File: src/line_core_reset_pkg.sv
// constants and types shared by the line-core reset control block
package line_core_reset_pkg;

    // clock rate and the least reset hold time
    localparam int CLK_FREQ_MHZ = 125;
    localparam int RST_HOLD_NS  = 8;
    localparam int RST_HOLD_RAW = (RST_HOLD_NS * CLK_FREQ_MHZ + 999) / 1000;
    localparam int RST_HOLD_CYC = (RST_HOLD_RAW < 1) ? 1 : RST_HOLD_RAW;

    // width of the hold counter in each reset channel
    localparam int HOLD_CNT_W = 3;

    // index of each line-core sub-block
    localparam int SUB_COUNT  = 4;
    localparam int SUB_TX_SER = 0;
    localparam int SUB_TX_PLL = 1;
    localparam int SUB_RX_DES = 2;
    localparam int SUB_RX_PLL = 3;

    // reset values of the control flops
    localparam logic RST_VAL_ASSERTED = 1'h1;
    localparam logic RST_VAL_IO_DRIVE = 1'h0;
    localparam logic RST_VAL_SLEEP    = 1'h0;

    // phase of the device as seen by the reset control
    typedef enum logic [1:0]
    {
        PH_POWERUP,
        PH_CONFIG,
        PH_RUN
    } phase_t;

endpackage

File: src/core_reset_if.sv
// carrier between the reset control and one sub-block reset channel
`timescale 1ns/10ps
interface core_reset_if;
    logic assert_req;   // reset wanted for this sub-block
    logic sync_sel;     // release through the two-stage synchroniser
    logic rst;          // reset level to the sub-block

    modport ctl
    (
        output assert_req,
        output sync_sel,
        input  rst
    );

    modport chan
    (
        input  assert_req,
        input  sync_sel,
        output rst
    );
endinterface

File: src/core_reset_channel.sv
// one sub-block reset: immediate assert, least hold, optional synchronised release
`timescale 1ns/10ps
module core_reset_channel
    import line_core_reset_pkg::*;
(
    input  wire logic    i_clk,   // block clock
    input  wire logic    i_rst,   // synchronous reset, active high
    core_reset_if.chan   bus      // request in, reset level out
);

    logic [HOLD_CNT_W-1:0] hold_r;
    logic [HOLD_CNT_W-1:0] hold_nxt;
    logic                  sync1_r;
    logic                  sync1_nxt;
    logic                  sync2_r;
    logic                  sync2_nxt;
    logic                  rst_r;
    logic                  rst_nxt;

    // next state: a request asserts at the next edge and reloads the hold
    always_comb
    begin
        hold_nxt  = hold_r;
        sync1_nxt = 1'h0;
        sync2_nxt = sync1_r;
        rst_nxt   = 1'h0;
        if (bus.assert_req)
        begin
            hold_nxt  = HOLD_CNT_W'(RST_HOLD_CYC);
            sync1_nxt = 1'h1;
            sync2_nxt = 1'h1;
            rst_nxt   = 1'h1;
        end
        else if (hold_r != '0)
        begin
            hold_nxt  = hold_r - HOLD_CNT_W'(1);
            sync1_nxt = 1'h1;
            sync2_nxt = 1'h1;
            rst_nxt   = 1'h1;
        end
        else if (bus.sync_sel)
        begin
            rst_nxt = sync2_r;
        end
        else
        begin
            sync2_nxt = 1'h0;
        end
    end

    // registers
    always_ff @(posedge i_clk)
    begin
        if (i_rst)
        begin
            hold_r  <= HOLD_CNT_W'(RST_HOLD_CYC);
            sync1_r <= RST_VAL_ASSERTED;
            sync2_r <= RST_VAL_ASSERTED;
            rst_r   <= RST_VAL_ASSERTED;
        end
        else
        begin
            hold_r  <= hold_nxt;
            sync1_r <= sync1_nxt;
            sync2_r <= sync2_nxt;
            rst_r   <= rst_nxt;
        end
    end

    assign bus.rst = rst_r;

endmodule

File: src/line_core_reset_control.sv
// reset, power-down and output float control for the embedded line core
// Contract
// - at power-up both the line core and the programmable fabric are reset.
// - during power-up all four sub-blocks are in reset and the embedded I/O floats.
// - during fabric configuration all four sub-blocks are in reset and the I/O is driven.
// - the transmit reset pin resets only the transmit serializer and transmit PLL.
// - the receive reset pin resets only the receive deserializer and receive PLL.
// - the PLL sleep pin powers down both PLLs, resets nothing and keeps the I/O driven.
// - resets take effect at once and each reset stands for at least 8 ns.
// - second-version silicon offers a mode with immediate assert and synchronous release.
`timescale 1ns/10ps
module line_core_reset_control
    import line_core_reset_pkg::*;
(
    input  wire logic i_clk,                   // block clock, 125 MHz
    input  wire logic i_rst,                   // synchronous reset, active high
    input  wire logic i_powerup,               // power-on detect, high while powering up
    input  wire logic i_fabric_config,         // high while the fabric is being configured
    input  wire logic i_fabric_rst_req,        // fabric reset asked by the controller
    input  wire logic i_global_output_float,   // float all embedded I/O
    input  wire logic i_tx_reset,              // transmit side reset pin
    input  wire logic i_rx_reset,              // receive side reset pin
    input  wire logic i_pll_sleep_pin,         // power down both PLLs
    input  wire logic i_silicon_rev2,          // strap: second-version silicon
    input  wire logic i_sync_release_sel,      // select synchronous release
    output logic      o_tx_serializer_rst,     // reset to transmit_serializer
    output logic      o_tx_pll_rst,            // reset to transmit PLL
    output logic      o_rx_deserializer_rst,   // reset to receive_deserializer
    output logic      o_rx_pll_rst,            // reset to receive PLL
    output logic      o_tx_pll_sleep,          // power-down to transmit PLL
    output logic      o_rx_pll_sleep,          // power-down to receive PLL
    output logic      o_io_drive_en,           // embedded I/O driven when high
    output logic      o_fabric_rst,            // reset to the programmable fabric
    output logic      o_sync_release_act,      // synchronous release in force
    output logic      o_core_ready             // all sub-blocks out of reset
);

    // --- phase tracking ---
    phase_t phase_r;
    phase_t phase_nxt;

    // strap and mode state
    logic   rev2_r;
    logic   rev2_nxt;
    logic   sync_act_r;
    logic   sync_act_nxt;

    // pin-facing control flops
    logic   io_drive_r;
    logic   io_drive_nxt;
    logic   sleep_r;
    logic   sleep_nxt;
    logic   fabric_rst_r;
    logic   fabric_rst_nxt;
    logic   ready_r;
    logic   ready_nxt;

    // per sub-block reset request
    logic [SUB_COUNT-1:0] req;
    logic [SUB_COUNT-1:0] chan_rst;

    // true when a sub-block belongs to the transmit side
    function automatic logic is_tx(input int idx);
        return (idx == SUB_TX_SER) || (idx == SUB_TX_PLL);
    endfunction

    // phase next value: power-up dominates configuration
    always_comb
    begin
        case (phase_r)
            PH_POWERUP:
            begin
                if (i_powerup)
                begin
                    phase_nxt = PH_POWERUP;
                end
                else if (i_fabric_config)
                begin
                    phase_nxt = PH_CONFIG;
                end
                else
                begin
                    phase_nxt = PH_RUN;
                end
            end
            PH_CONFIG, PH_RUN:
            begin
                if (i_powerup)
                begin
                    phase_nxt = PH_POWERUP;
                end
                else if (i_fabric_config)
                begin
                    phase_nxt = PH_CONFIG;
                end
                else
                begin
                    phase_nxt = PH_RUN;
                end
            end
            default:
            begin
                phase_nxt = PH_POWERUP;
            end
        endcase
    end

    // strap is caught while reset stands; release mode follows the select on second-version silicon only
    always_comb
    begin
        rev2_nxt     = rev2_r;
        sync_act_nxt = rev2_r & i_sync_release_sel;
    end

    // reset requests per sub-block
    always_comb
    begin
        for (int i = 0; i < SUB_COUNT; i++)
        begin
            req[i] = i_powerup || (phase_r == PH_POWERUP);
            req[i] = req[i] || i_fabric_config;
            if (is_tx(i))
            begin
                req[i] = req[i] || i_tx_reset;
            end
            else
            begin
                req[i] = req[i] || i_rx_reset;
            end
        end
    end

    // I/O drive, PLL sleep, fabric reset and ready status
    always_comb
    begin
        io_drive_nxt   = !(i_powerup || (phase_nxt == PH_POWERUP))
                         && !i_global_output_float;
        sleep_nxt      = i_pll_sleep_pin;
        fabric_rst_nxt = i_powerup || (phase_nxt == PH_POWERUP)
                         || i_fabric_rst_req;
        ready_nxt      = (chan_rst == '0) && (phase_r == PH_RUN);
    end

    // one reset channel per sub-block
    core_reset_if chan_if [SUB_COUNT] ();

    for (genvar g = 0; g < SUB_COUNT; g++)
    begin : g_chan
        assign chan_if[g].assert_req = req[g];
        assign chan_if[g].sync_sel   = sync_act_r;
        assign chan_rst[g]           = chan_if[g].rst;

        core_reset_channel u_chan
        (
            .i_clk (i_clk),
            .i_rst (i_rst),
            .bus   (chan_if[g])
        );
    end

    // registers
    always_ff @(posedge i_clk)
    begin
        if (i_rst)
        begin
            phase_r      <= PH_POWERUP;
            rev2_r       <= i_silicon_rev2;
            sync_act_r   <= 1'h0;
            io_drive_r   <= RST_VAL_IO_DRIVE;
            sleep_r      <= RST_VAL_SLEEP;
            fabric_rst_r <= RST_VAL_ASSERTED;
            ready_r      <= 1'h0;
        end
        else
        begin
            phase_r      <= phase_nxt;
            rev2_r       <= rev2_nxt;
            sync_act_r   <= sync_act_nxt;
            io_drive_r   <= io_drive_nxt;
            sleep_r      <= sleep_nxt;
            fabric_rst_r <= fabric_rst_nxt;
            ready_r      <= ready_nxt;
        end
    end

    // outputs, each from a flop
    assign o_tx_serializer_rst   = chan_rst[SUB_TX_SER];
    assign o_tx_pll_rst          = chan_rst[SUB_TX_PLL];
    assign o_rx_deserializer_rst = chan_rst[SUB_RX_DES];
    assign o_rx_pll_rst          = chan_rst[SUB_RX_PLL];
    assign o_tx_pll_sleep        = sleep_r;
    assign o_rx_pll_sleep        = sleep_r;
    assign o_io_drive_en         = io_drive_r;
    assign o_fabric_rst          = fabric_rst_r;
    assign o_sync_release_act    = sync_act_r;
    assign o_core_ready          = ready_r;

endmodule

File: config.mk
export PLATFORM = sky130hd
export DESIGN_NAME = line_core_reset_control
export DESIGN_NICKNAME = d
export VERILOG_FILES = /design/src/line_core_reset_pkg.sv /design/src/core_reset_if.sv /design/src/core_reset_channel.sv /design/src/line_core_reset_control.sv
export SDC_FILE = /design/constraint.sdc
export NUM_CORES = 1
export LEC_CHECK = 0
export ABC_AREA = 1
export BUFFER_PORTS_ARGS = -buffer_cell sky130_fd_sc_hd__buf_2
export CAP_MARGIN = 5
export CORE_MARGIN = 10
export CORE_UTILIZATION = 54
export DETAILED_ROUTE_END_ITERATION = 6
export PLACE_DENSITY = 0.78
export SKIP_CTS_REPAIR_TIMING = 1
export SLEW_MARGIN = 20
export SYNTH_ARGS = -nofsm -noshare
export SYNTH_HDL_FRONTEND = slang
export SYNTH_SLANG_ARGS = --single-unit
File: constraint.sdc
create_clock -name i_clk -period 1.2 [get_ports i_clk]
set_input_delay 0.06 -clock i_clk [delete_from_list [all_inputs] [get_ports i_clk]]
set_output_delay 0.06 -clock i_clk [all_outputs]
set_load 0.1 [all_outputs]
# Yosys cells after proc, flatten, opt, wreduce, memory -nomap -nowiden
# Index checks and enable logic that the tools add are counted.
# Widths: inputs -> output; s select.
[op_classes]
n_addsub = 4
n_mul = 0
n_div = 0
order_cmp = 0
n_eq_ne = 2
shift = 0
muxes = 15
bitwise_logic = 1
n_reduce_logical = 24
[ops]
columns = ["op", "n"]
rows = [
  ["$reduce_or 3->1", 5],
  ["$mux 1", 12],
  ["$reduce_bool 3->1", 4],
  ["$sub 3x1->3 const B", 4],
  ["$logic_or 1x1->1", 6],
  ["$mux 2", 3],
  ["$logic_not 2->1", 2],
  ["$logic_not 4->1", 1],
  ["$reduce_or 2->1", 2],
  ["$eq 2x1->1 const B", 1],
  ["$eq 2x2->1 const B", 1],
  ["$logic_and 1x1->1", 2],
  ["$logic_not 1->1", 2],
  ["$and 1x1->1", 1],
]
[totals]
ff_bits = 32
latchBits = 0
ramBits = 0
romBits = 0
input_bits = 11
word_cells = 69
memories = 0

# Depth between registers and ports, before layout
# Gate-level depths: netlist of run 1.
[logic_depth]
ltp_word = 7
mapped_depth = 7

# Modules after synthesis
# Synthesis of run 1 repeated with hierarchy kept, for this count alone.
[hier_totals]
hier_cells = 174
area_unflattened_um2 = 1316.3
[by_module_without_submodules]
columns = ["mod", "instances", "cells_per_inst", "area_per_inst_um2"]
rows = [
  ["core_reset_channel", 4, 34, 255.2],
  ["line_core_reset_control", 1, 38, 295.3],
]

# Least setup slack after synthesis of run 1
# Ideal clock, no wire load.
[synth_path]
path_kind = "register -> register"
start = "register sync_act_r (netlist: o_sync_release_act)"
end = "register g_chan[0].u_chan.rst_r"
arrival_ps = 1355
required_ps = 1138
path_slack_ps = -217
path_stages_with_launch = 4
path_buffers = 1
cell_sequence = "dfxtp_1 -> buf_1 -> nand2_1 -> nand3_1"
[synth_between]
elab_chain_len = 1
[synth_lines]
columns = ["element", "line_no", "rtl"]
rows = [
  ["from (decl)", "line_core_reset_control.sv:45", "logic sync_act_r;"],
  ["from (signal assigned)", "line_core_reset_control.sv:178", "sync_act_r <= sync_act_nxt;"],
  ["$mux 1", "core_reset_channel.sv:41", "else if (bus.sync_sel)"],
  ["to (signal assigned)", "core_reset_channel.sv:66", "rst_r <= rst_nxt;"],
  ["to (decl)", "core_reset_channel.sv:17", "logic rst_r;"],
]
# No other way between the ends.
# A chain may end at the register's enable or synchronous reset.

# Worst setup path in the final report of run 1
[layout_path]
start = "register g_chan[2].u_chan.hold_r[0]"
end = "register g_chan[2].u_chan.hold_r[2]"
[layout_between]
elab_chain_len = 1
word_cells_on_any_way = 2
classes_between = "add/sub (1); reduce/logical (1)"
[layout_lines]
columns = ["element", "line_no", "rtl"]
rows = [
  ["from (decl)", "core_reset_channel.sv:11", "logic [HOLD_CNT_W-1:0] hold_r;"],
  ["from (signal assigned)", "core_reset_channel.sv:56", "hold_r <= HOLD_CNT_W'(RST_HOLD_CYC);"],
  ["from (signal assigned)", "core_reset_channel.sv:63", "hold_r <= hold_nxt;"],
  ["$sub 3x1->3 or $reduce_bool 3->1 (tied branches)", "core_reset_channel.sv:36, core_reset_channel.sv:34", ""],
]
# Several ways; a longest one is shown, not always the timed one.

==> metrics.txt, run 1 <==
area leader, netlist dfxtp_1; hold path cells 4; clk slew on worst S/H paths about 0.10 ns; Crit path required time around 1.4 ns; post-synthesis register bit count 32; Pins Over Slew Limit 0; Worst path max stage delay between 0.3 and 0.4 ns; Hold WC Path Type input port to flip-flop; # IOs 21; die area around 0.0047 mm2; # setup viols final 0; reg-to-reg critical path startpoint g_chan[2].u_chan.hold_r[0]; Inserted Clock Buffers 5; initial antenna violation count 0; async set-or-reset flop fraction in the synthesized netlist 0%; Synth Cell Area roughly 0.0013 mm2; n_diodes 0; GRT Resource Usage Total between 10% and 20%; Rows 17; Root Buffer clkbuf_4; period utilization between 90% and 100%; Max Cap Viol 0; most frequent cell after synthesis nand2_1; H-tree depth 2; Crit path depth 5; Main synth FF type dfxtp_1; reg2reg setup slack between 0.04 and 0.05 ns; min cycle time layout 1.15 ns; largest family of logic cells by synthesized area simple AND/OR/NAND/NOR gates; Placer Congestion between 0.7 and 0.8; Worst Skew 0.00408 ns; worst-path maximum fanout 3; GR Util met1 between 10% and 20%; final hold violations 0; Core Util, Final 71.4%; CTS tree done; Die Height 68.8 um; vias in the first global route slightly above 1000; Post-route DRC 0; overflow left after global routing 0; Worst Hold Endpoint o_io_drive_en; Post-DRT Antenna Nets 0; GR Util met3 approximately 4.3%; Worst Path Arrival between 1 and 1.5 ns; drt total wl between 2000 and 3000 um; Synth Area in Simple Gates about a third; Rel. slew slack approximately 67%; Post-Synthesis Cells 163; largest net degree at the start of global routing 11; area share of fa/ha/maj cells after synthesis 7.80%; Worst Path Buf+Inv 1; fin area approximately 0.0016 mm2; post-DP HPWL roughly 2000 um; Post-synth EDFFs 1; Cell Pwr Density between 1000 and 1500 mW/mm2; synth top area cells dfxtp_1 (48%), nand2_1 (12%), inv_1 (8.2%); family with the most delay on the worst path simple AND/OR/NAND/NOR gates; outcome finished, final reports clean; post-synth top area share approximately half; R2R cell count 5; via count 1069; Cell Area, Placed 0.00143 mm2; Synth Area in Compound Gates 0.780%; Initial Utilization between 50% and 60%; core area 0.00223 mm2; Critical Path Slowest Stage Cell dfxtp_1; Yosys Warn Count 0; Final #Nets ~220; share of cells above drive strength 1 between 20% and 30%; RSZ-0062 raised after global routing no; M2 GR Usage between 20% and 30%; Yosys cell types 18; f_max 867 MHz; WL/cell between 10 and 15 um; GR peak layer met2; P_leak between 0.0007 and 0.0008 uW; mux share of post-synthesis cell area 0%; Avg Cell Area, Syn slightly below 8 um2; CP Cell Sequence inv_1, ha_1, or2_2, nand3_1, nor2_1; Max clock buf depth 2; Avg Vias per Cell between 4 and 5; worst skew pair latency around 0.32 ns; critical path launch point type flip-flop; DR iter-0 viols 23; CTS sink count 32; first-pass GRT wire length ~4100 um; worst hold start i_powerup; top post-synthesis cells by count nand2_1 (41), dfxtp_1 (31), inv_1 (28); Layout area overhead 24.2%; CP Capture Type flip-flop; syn_nets roughly 180; Least-Margin Pin Slew around 0.50 ns; WS Path Type flip-flop to flip-flop; IO buf count 20; worst vdd ir ~0.8 mV; drt first pass iters 4; Total Neg Setup Slack 0 ns; Die X a little under 70 um; register area share after synthesis approximately 51%; r2r endpoint g_chan[2].u_chan.hold_r[2]; XOR/XNOR Fraction of Synth Area 0%
## per-layer routing
metal | routed length, um | share of wire, % | vias up
met3 | 249 | 9.1 | 2
met4 | 19 | 0.70 | 0
met2 | 1270 | 47 | 28
met1 | 1190 | 44 | 483
met5 | 0 | 0 | -
li1 | - | - | 556
## through the flow
stage	instances	power, uW	worst slack [ns]	hold slack, ns
final	225	2050	0.0468	0.0553
after global routing	225	2120	0.00467	0.0625
after CTS	217	2040	0.0284	-0.134
after detailed placement	209	1250	0.0646	0.221
after global placement	209	1250	0.137	0.218
after floorplan	163	1210	0.0821	0.124
## worst max-delay path by stage
stage                               start                    endpoint  slack [ns]
4_1_cts          g_chan[0].u_chan.bus.rst         o_tx_serializer_rst        0.03
3_5_place_dp   g_chan[3].u_chan.hold_r[0]  g_chan[3].u_chan.hold_r[0]        0.06
6_report       g_chan[2].u_chan.hold_r[0]  g_chan[2].u_chan.hold_r[2]        0.05
3_3_place_gp   g_chan[2].u_chan.hold_r[0]  g_chan[2].u_chan.hold_r[2]        0.14
5_1_grt                      o_fabric_rst                o_fabric_rst       0.005
2_1_floorplan          o_sync_release_act    g_chan[0].u_chan.bus.rst        0.08
## cells by family (layout without fill, tap and decap cells)
kind of cell             after synthesis  count (layout)
AND/OR/NAND/NOR                       90              90
flip-flops                            32              32
buffers and inverters                 31              65
adder cells (fa/ha/maj)                8               8
AO/OA/AOI/OAI                          2               2
## state kept, by name (all words and copies together) (netlist names)
| register | cells |
|---|---|
| g_chan.u_chan.sync2_r | 4 |
| g_chan.u_chan.hold_r | 12 |
| o_fabric_rst | 1 |
| o_sync_release_act | 1 |
| o_io_drive_en | 1 |
| g_chan.u_chan.sync1_r | 4 |
| o_rx_pll_sleep | 1 |
| g_chan.u_chan.bus.rst | 4 |
| phase_r | 2 |
| rev2_nxt | 1 |
| o_core_ready | 1 |
## cells in the final DEF (no fill, tap or decap), drive strengths merged
cell,Yosys,final
nand3,20,20
edfxtp,1,1
inv,29,29
dfxtp,31,31
or2,5,5
nor3,1,1
nor2,20,20
nor2b,1,1
nand3b,1,1
dlygate4sd3,0,8
bufinv,0,1
ha,8,8
clkbuf,0,6
buf,2,20
nand2,42,42
o21ai,2,2
clkinv,0,1
## power breakdown
group | switching (uW) | total (uW) | leakage, uW | internal [uW]
sequential | 11.7 | 1090 | 0.000260 | 1080
clock | 358 | 795 | 0.0000422 | 437
combinational | 106 | 160 | 0.000433 | 54.7
## final cells by class
cell class | instances | area (um2)
clock inverters | 2 | 35.0
flip-flops and latches | 32 | 658
clock buffers | 6 | 41.3
multi-input cells | 100 | 520
fillers | 167 | 639
inverters | 29 | 109
well taps | 28 | 35.0
repair buffers | 28 | 195
## tightest hold or removal path, delay by kind of cell
kind	cells	cell delay, ns
AND/OR/NAND/NOR	3	0.20
buffers and inverters	1	0.09
Note: power is estimated with default switching activity, not from simulation.
==> inputs of run 2 (changes only) <==
--- a/config.mk
+++ b/config.mk
@@ -16,4 +16,5 @@
 export SLEW_MARGIN = 20
 export SYNTH_ARGS = -nofsm -noshare
 export SYNTH_HDL_FRONTEND = slang
+export SYNTH_HIERARCHICAL = 1
 export SYNTH_SLANG_ARGS = --single-unit
==> run 2 against run 1 <==
Hold slack worse by 0.073 ns. Core utilization is 2.1 points higher. Total power increased by 5.3%. Critical path depth unchanged. Synthesized area is 2.5% higher. Routed wire length decreased by 2.2%. The flow now finishes with violations (hold timing). Critical endpoint is now o_fabric_rst. Clock-buffer cell count rose by 1. Flip-flop and latch count unchanged.
==> metrics.txt, run 2 <==
outcome complete, but fails checks; failing checks hold timing; Final #Nets 226 (+5.1%); largest net degree at the start of global routing 11 (unchanged); drt first pass iters 4 (unchanged); Worst Skew 0.00576 ns (+0.00169 ns); Critical Path Slowest Stage Cell dlygate4sd3_1; Synth Cell Area 0.00132 mm2 (+2.5%); period utilization 99.3% (+3.2 points); Post-Synthesis Cells 174 (+6.7%); Hold WC Path Type input port to flip-flop; Root Buffer clkbuf_4; reg2reg setup slack 0.07 ns (+0.02 ns); core area 0.00228 mm2 (+1.9%); # IOs 21 (unchanged); min cycle time layout 1.19 ns (+0.0389 ns); Max clock buf depth 2 (unchanged); Post-route DRC 0 (unchanged); Post-DRT Antenna Nets 0 (unchanged); Initial Utilization 57.8% (+0.35 points); critical path launch point type input port; CTS tree done; worst skew pair latency 0.32 ns (about the same); final hold violations 1 (+1); async set-or-reset flop fraction in the synthesized netlist 0% (unchanged); Pins Over Slew Limit 0 (unchanged); DR iter-0 viols 52 (+130%); n_diodes 0 (unchanged); first-pass GRT wire length 4250 um (+2.5%); Main synth FF type dfxtp_1; P_leak 0.000782 uW (+6.4%); CP Cell Sequence dlygate4sd3_1, buf_2, nor2_1, dlygate4sd3_1, nand3_1; IO buf count 20 (unchanged); family with the most delay on the worst path buffers and inverters; Inserted Clock Buffers 5 (unchanged); Avg Vias per Cell 4.73 (-0.47%); Rel. slew slack 67.6% (+0.68 points); CTS sink count 32 (unchanged); synth top area cells dfxtp_1 (47%), nand2_1 (15%), inv_1 (8.6%); Layout area overhead 27.0%; Yosys Warn Count 6 (+6); clk slew on worst S/H paths 0.10 ns (about the same); CP Capture Type flip-flop; worst-path maximum fanout 1 (-2); H-tree depth 2 (unchanged); Comb pwr share 7.7% (about the same); post-DP HPWL 1950 um (-3.1%); WL/cell 11.3 um (-6.8%); Worst Path Arrival 1.41 ns (+0.03 ns); Hold WS -0.0177 ns (-0.0731 ns); share of cells above drive strength 1 26.4% (+2.6 points); Die Height 69.4 um (+0.89%); Most common cell on crit path dlygate4sd3_1; Worst Path Buf+Inv 3 (+2); Rows 17 (unchanged); cell-internal power 1690 uW (+7.4%); post-synthesis register bit count 32 (unchanged); most frequent cell after synthesis nand2_1; net switching power 468 uW (-1.5%); top post-synthesis cells by count nand2_1 (51), dfxtp_1 (31), inv_1 (30); Placer Congestion 0.852 (+7.7%); Worst path max stage delay 0.56 ns (+0.20 ns); die area 0.00481 mm2 (+1.8%); Seq pwr share 50.6% (-2.8 points); overflow left after global routing 0 (unchanged); area leader, netlist dfxtp_1; Biggest register g_chan.u_chan/hold_r; Post-synth EDFFs 1 (unchanged); commonest non-fill, non-tap cells in the layout nand2_1 (51), inv_1 (30), dfxtp_1 (25); Cell Pwr Density 1290 mW/mm2 (+0.41%); most common cell after layout, fill and taps aside nand2_1; # setup viols final 0 (unchanged); fin area 0.00167 mm2 (+4.9%); GRT Resource Usage Total 10.5% (-1.2 points); Max Cap Viol 0 (unchanged); initial antenna violation count 0 (unchanged); register area share after synthesis 49.4% (-1.3 points); Cell Area, Placed 0.00147 mm2 (+2.5%); f_max 839 MHz (-3.3%); Crit path required time 1.42 ns (about the same); vias in the first global route 1061 (+3.3%); max reg flops 12 (unchanged); drt total wl 2670 um (-2.2%); clock share of power 41.7% (+2.9 points); via count 1116 (+4.4%); Total Neg Setup Slack 0 ns (unchanged); Least-Margin Pin Slew 0.489 ns (-0.0102 ns); WS Path Type input port to flip-flop; switching portion of total power 21.7% (-1.5 points); Avg Cell Area, Syn 7.56 um2 (-3.9%); post-synth top area share 47.1% (-1.2 points); Yosys cell types 13 (-5); syn_nets 193 (+6.0%); worst vdd ir 1.11 mV (+40%); Die X 69.4 um (+0.89%)
run 2: cell types whose count changed after synthesis, moves of 3 or more:
cell / previous run / this run
nand2_2: 1 / 4
inv_2: 1 / 4
or2_2: 5 / 0
nor2_2: 1 / 8
nand2_1: 41 / 51
run 2: area by class of cell:
cell class,count,area [um2]
clock buffers,7,65.1
clock inverters,1,30.0
repair buffers,27,183
inverters,34,128
well taps,28,35.0
flip-flops and latches,32,658
fillers,168,604
multi-input cells,107,573
run 2: logic make-up after synthesis:
group                    Yosys count  share of synthesized area [%]
buffers and inverters             35                           10.3
flip-flops                        32                           49.4
adder cells (fa/ha/maj)            8                           7.60
AND/OR/NAND/NOR                   99                           32.7
run 2: through the flow:
stage               std cells  total power (uW)  setup slack (ns)  utilization (%)
finish                    236              2160           0.00787             73.4
global route              236              2230          -0.00569             73.4
CTS                       229              2150            0.0327             68.6
detailed placement        221              1250            0.0571             64.4
global placement          221              1250            0.0961             64.4
floorplan                 174              1210             0.118                -
run 2: final timing paths:
path	from	to	cells past startpoint
max	i_fabric_rst_req	o_fabric_rst	5
min	i_global_output_float	o_io_drive_en	3
max reg2reg	phase_r[0]	g_chan[3].u_chan/bus.rst	6
min reg2reg	g_chan[3].u_chan/sync2_r	g_chan[3].u_chan/bus.rst	2
run 2: metal layers:
| metal | track usage [%] | wire length [um] | up-vias |
|---|---|---|---|
| met5 | 0 | 0 | - |
| met4 | 5.76 | 63 | 0 |
| met3 | 4.42 | 176 | 9 |
| met2 | 16.8 | 1240 | 32 |
| met1 | 11.2 | 1190 | 490 |
| li1 | - | - | 585 |
run 2: power groups by stage:
stage / clock [uW] / combinational (uW) / sequential (uW)
after floorplan: 0 / 52.1 / 1160
after global placement: 0 / 135 / 1110
after detailed placement: 0 / 138 / 1110
after CTS: 922 / 139 / 1090
after global routing: 962 / 178 / 1090
final: 899 / 166 / 1090
run 2: worst reg2reg max path, cell delays in order (launching register included):
cell and delay, ns:
dfxtp_1 0.37, or2_4 0.16, nand3_2 0.12, nor2_4 0.20
nand2_2 0.07, inv_1 0.06, nand2_1 0.04
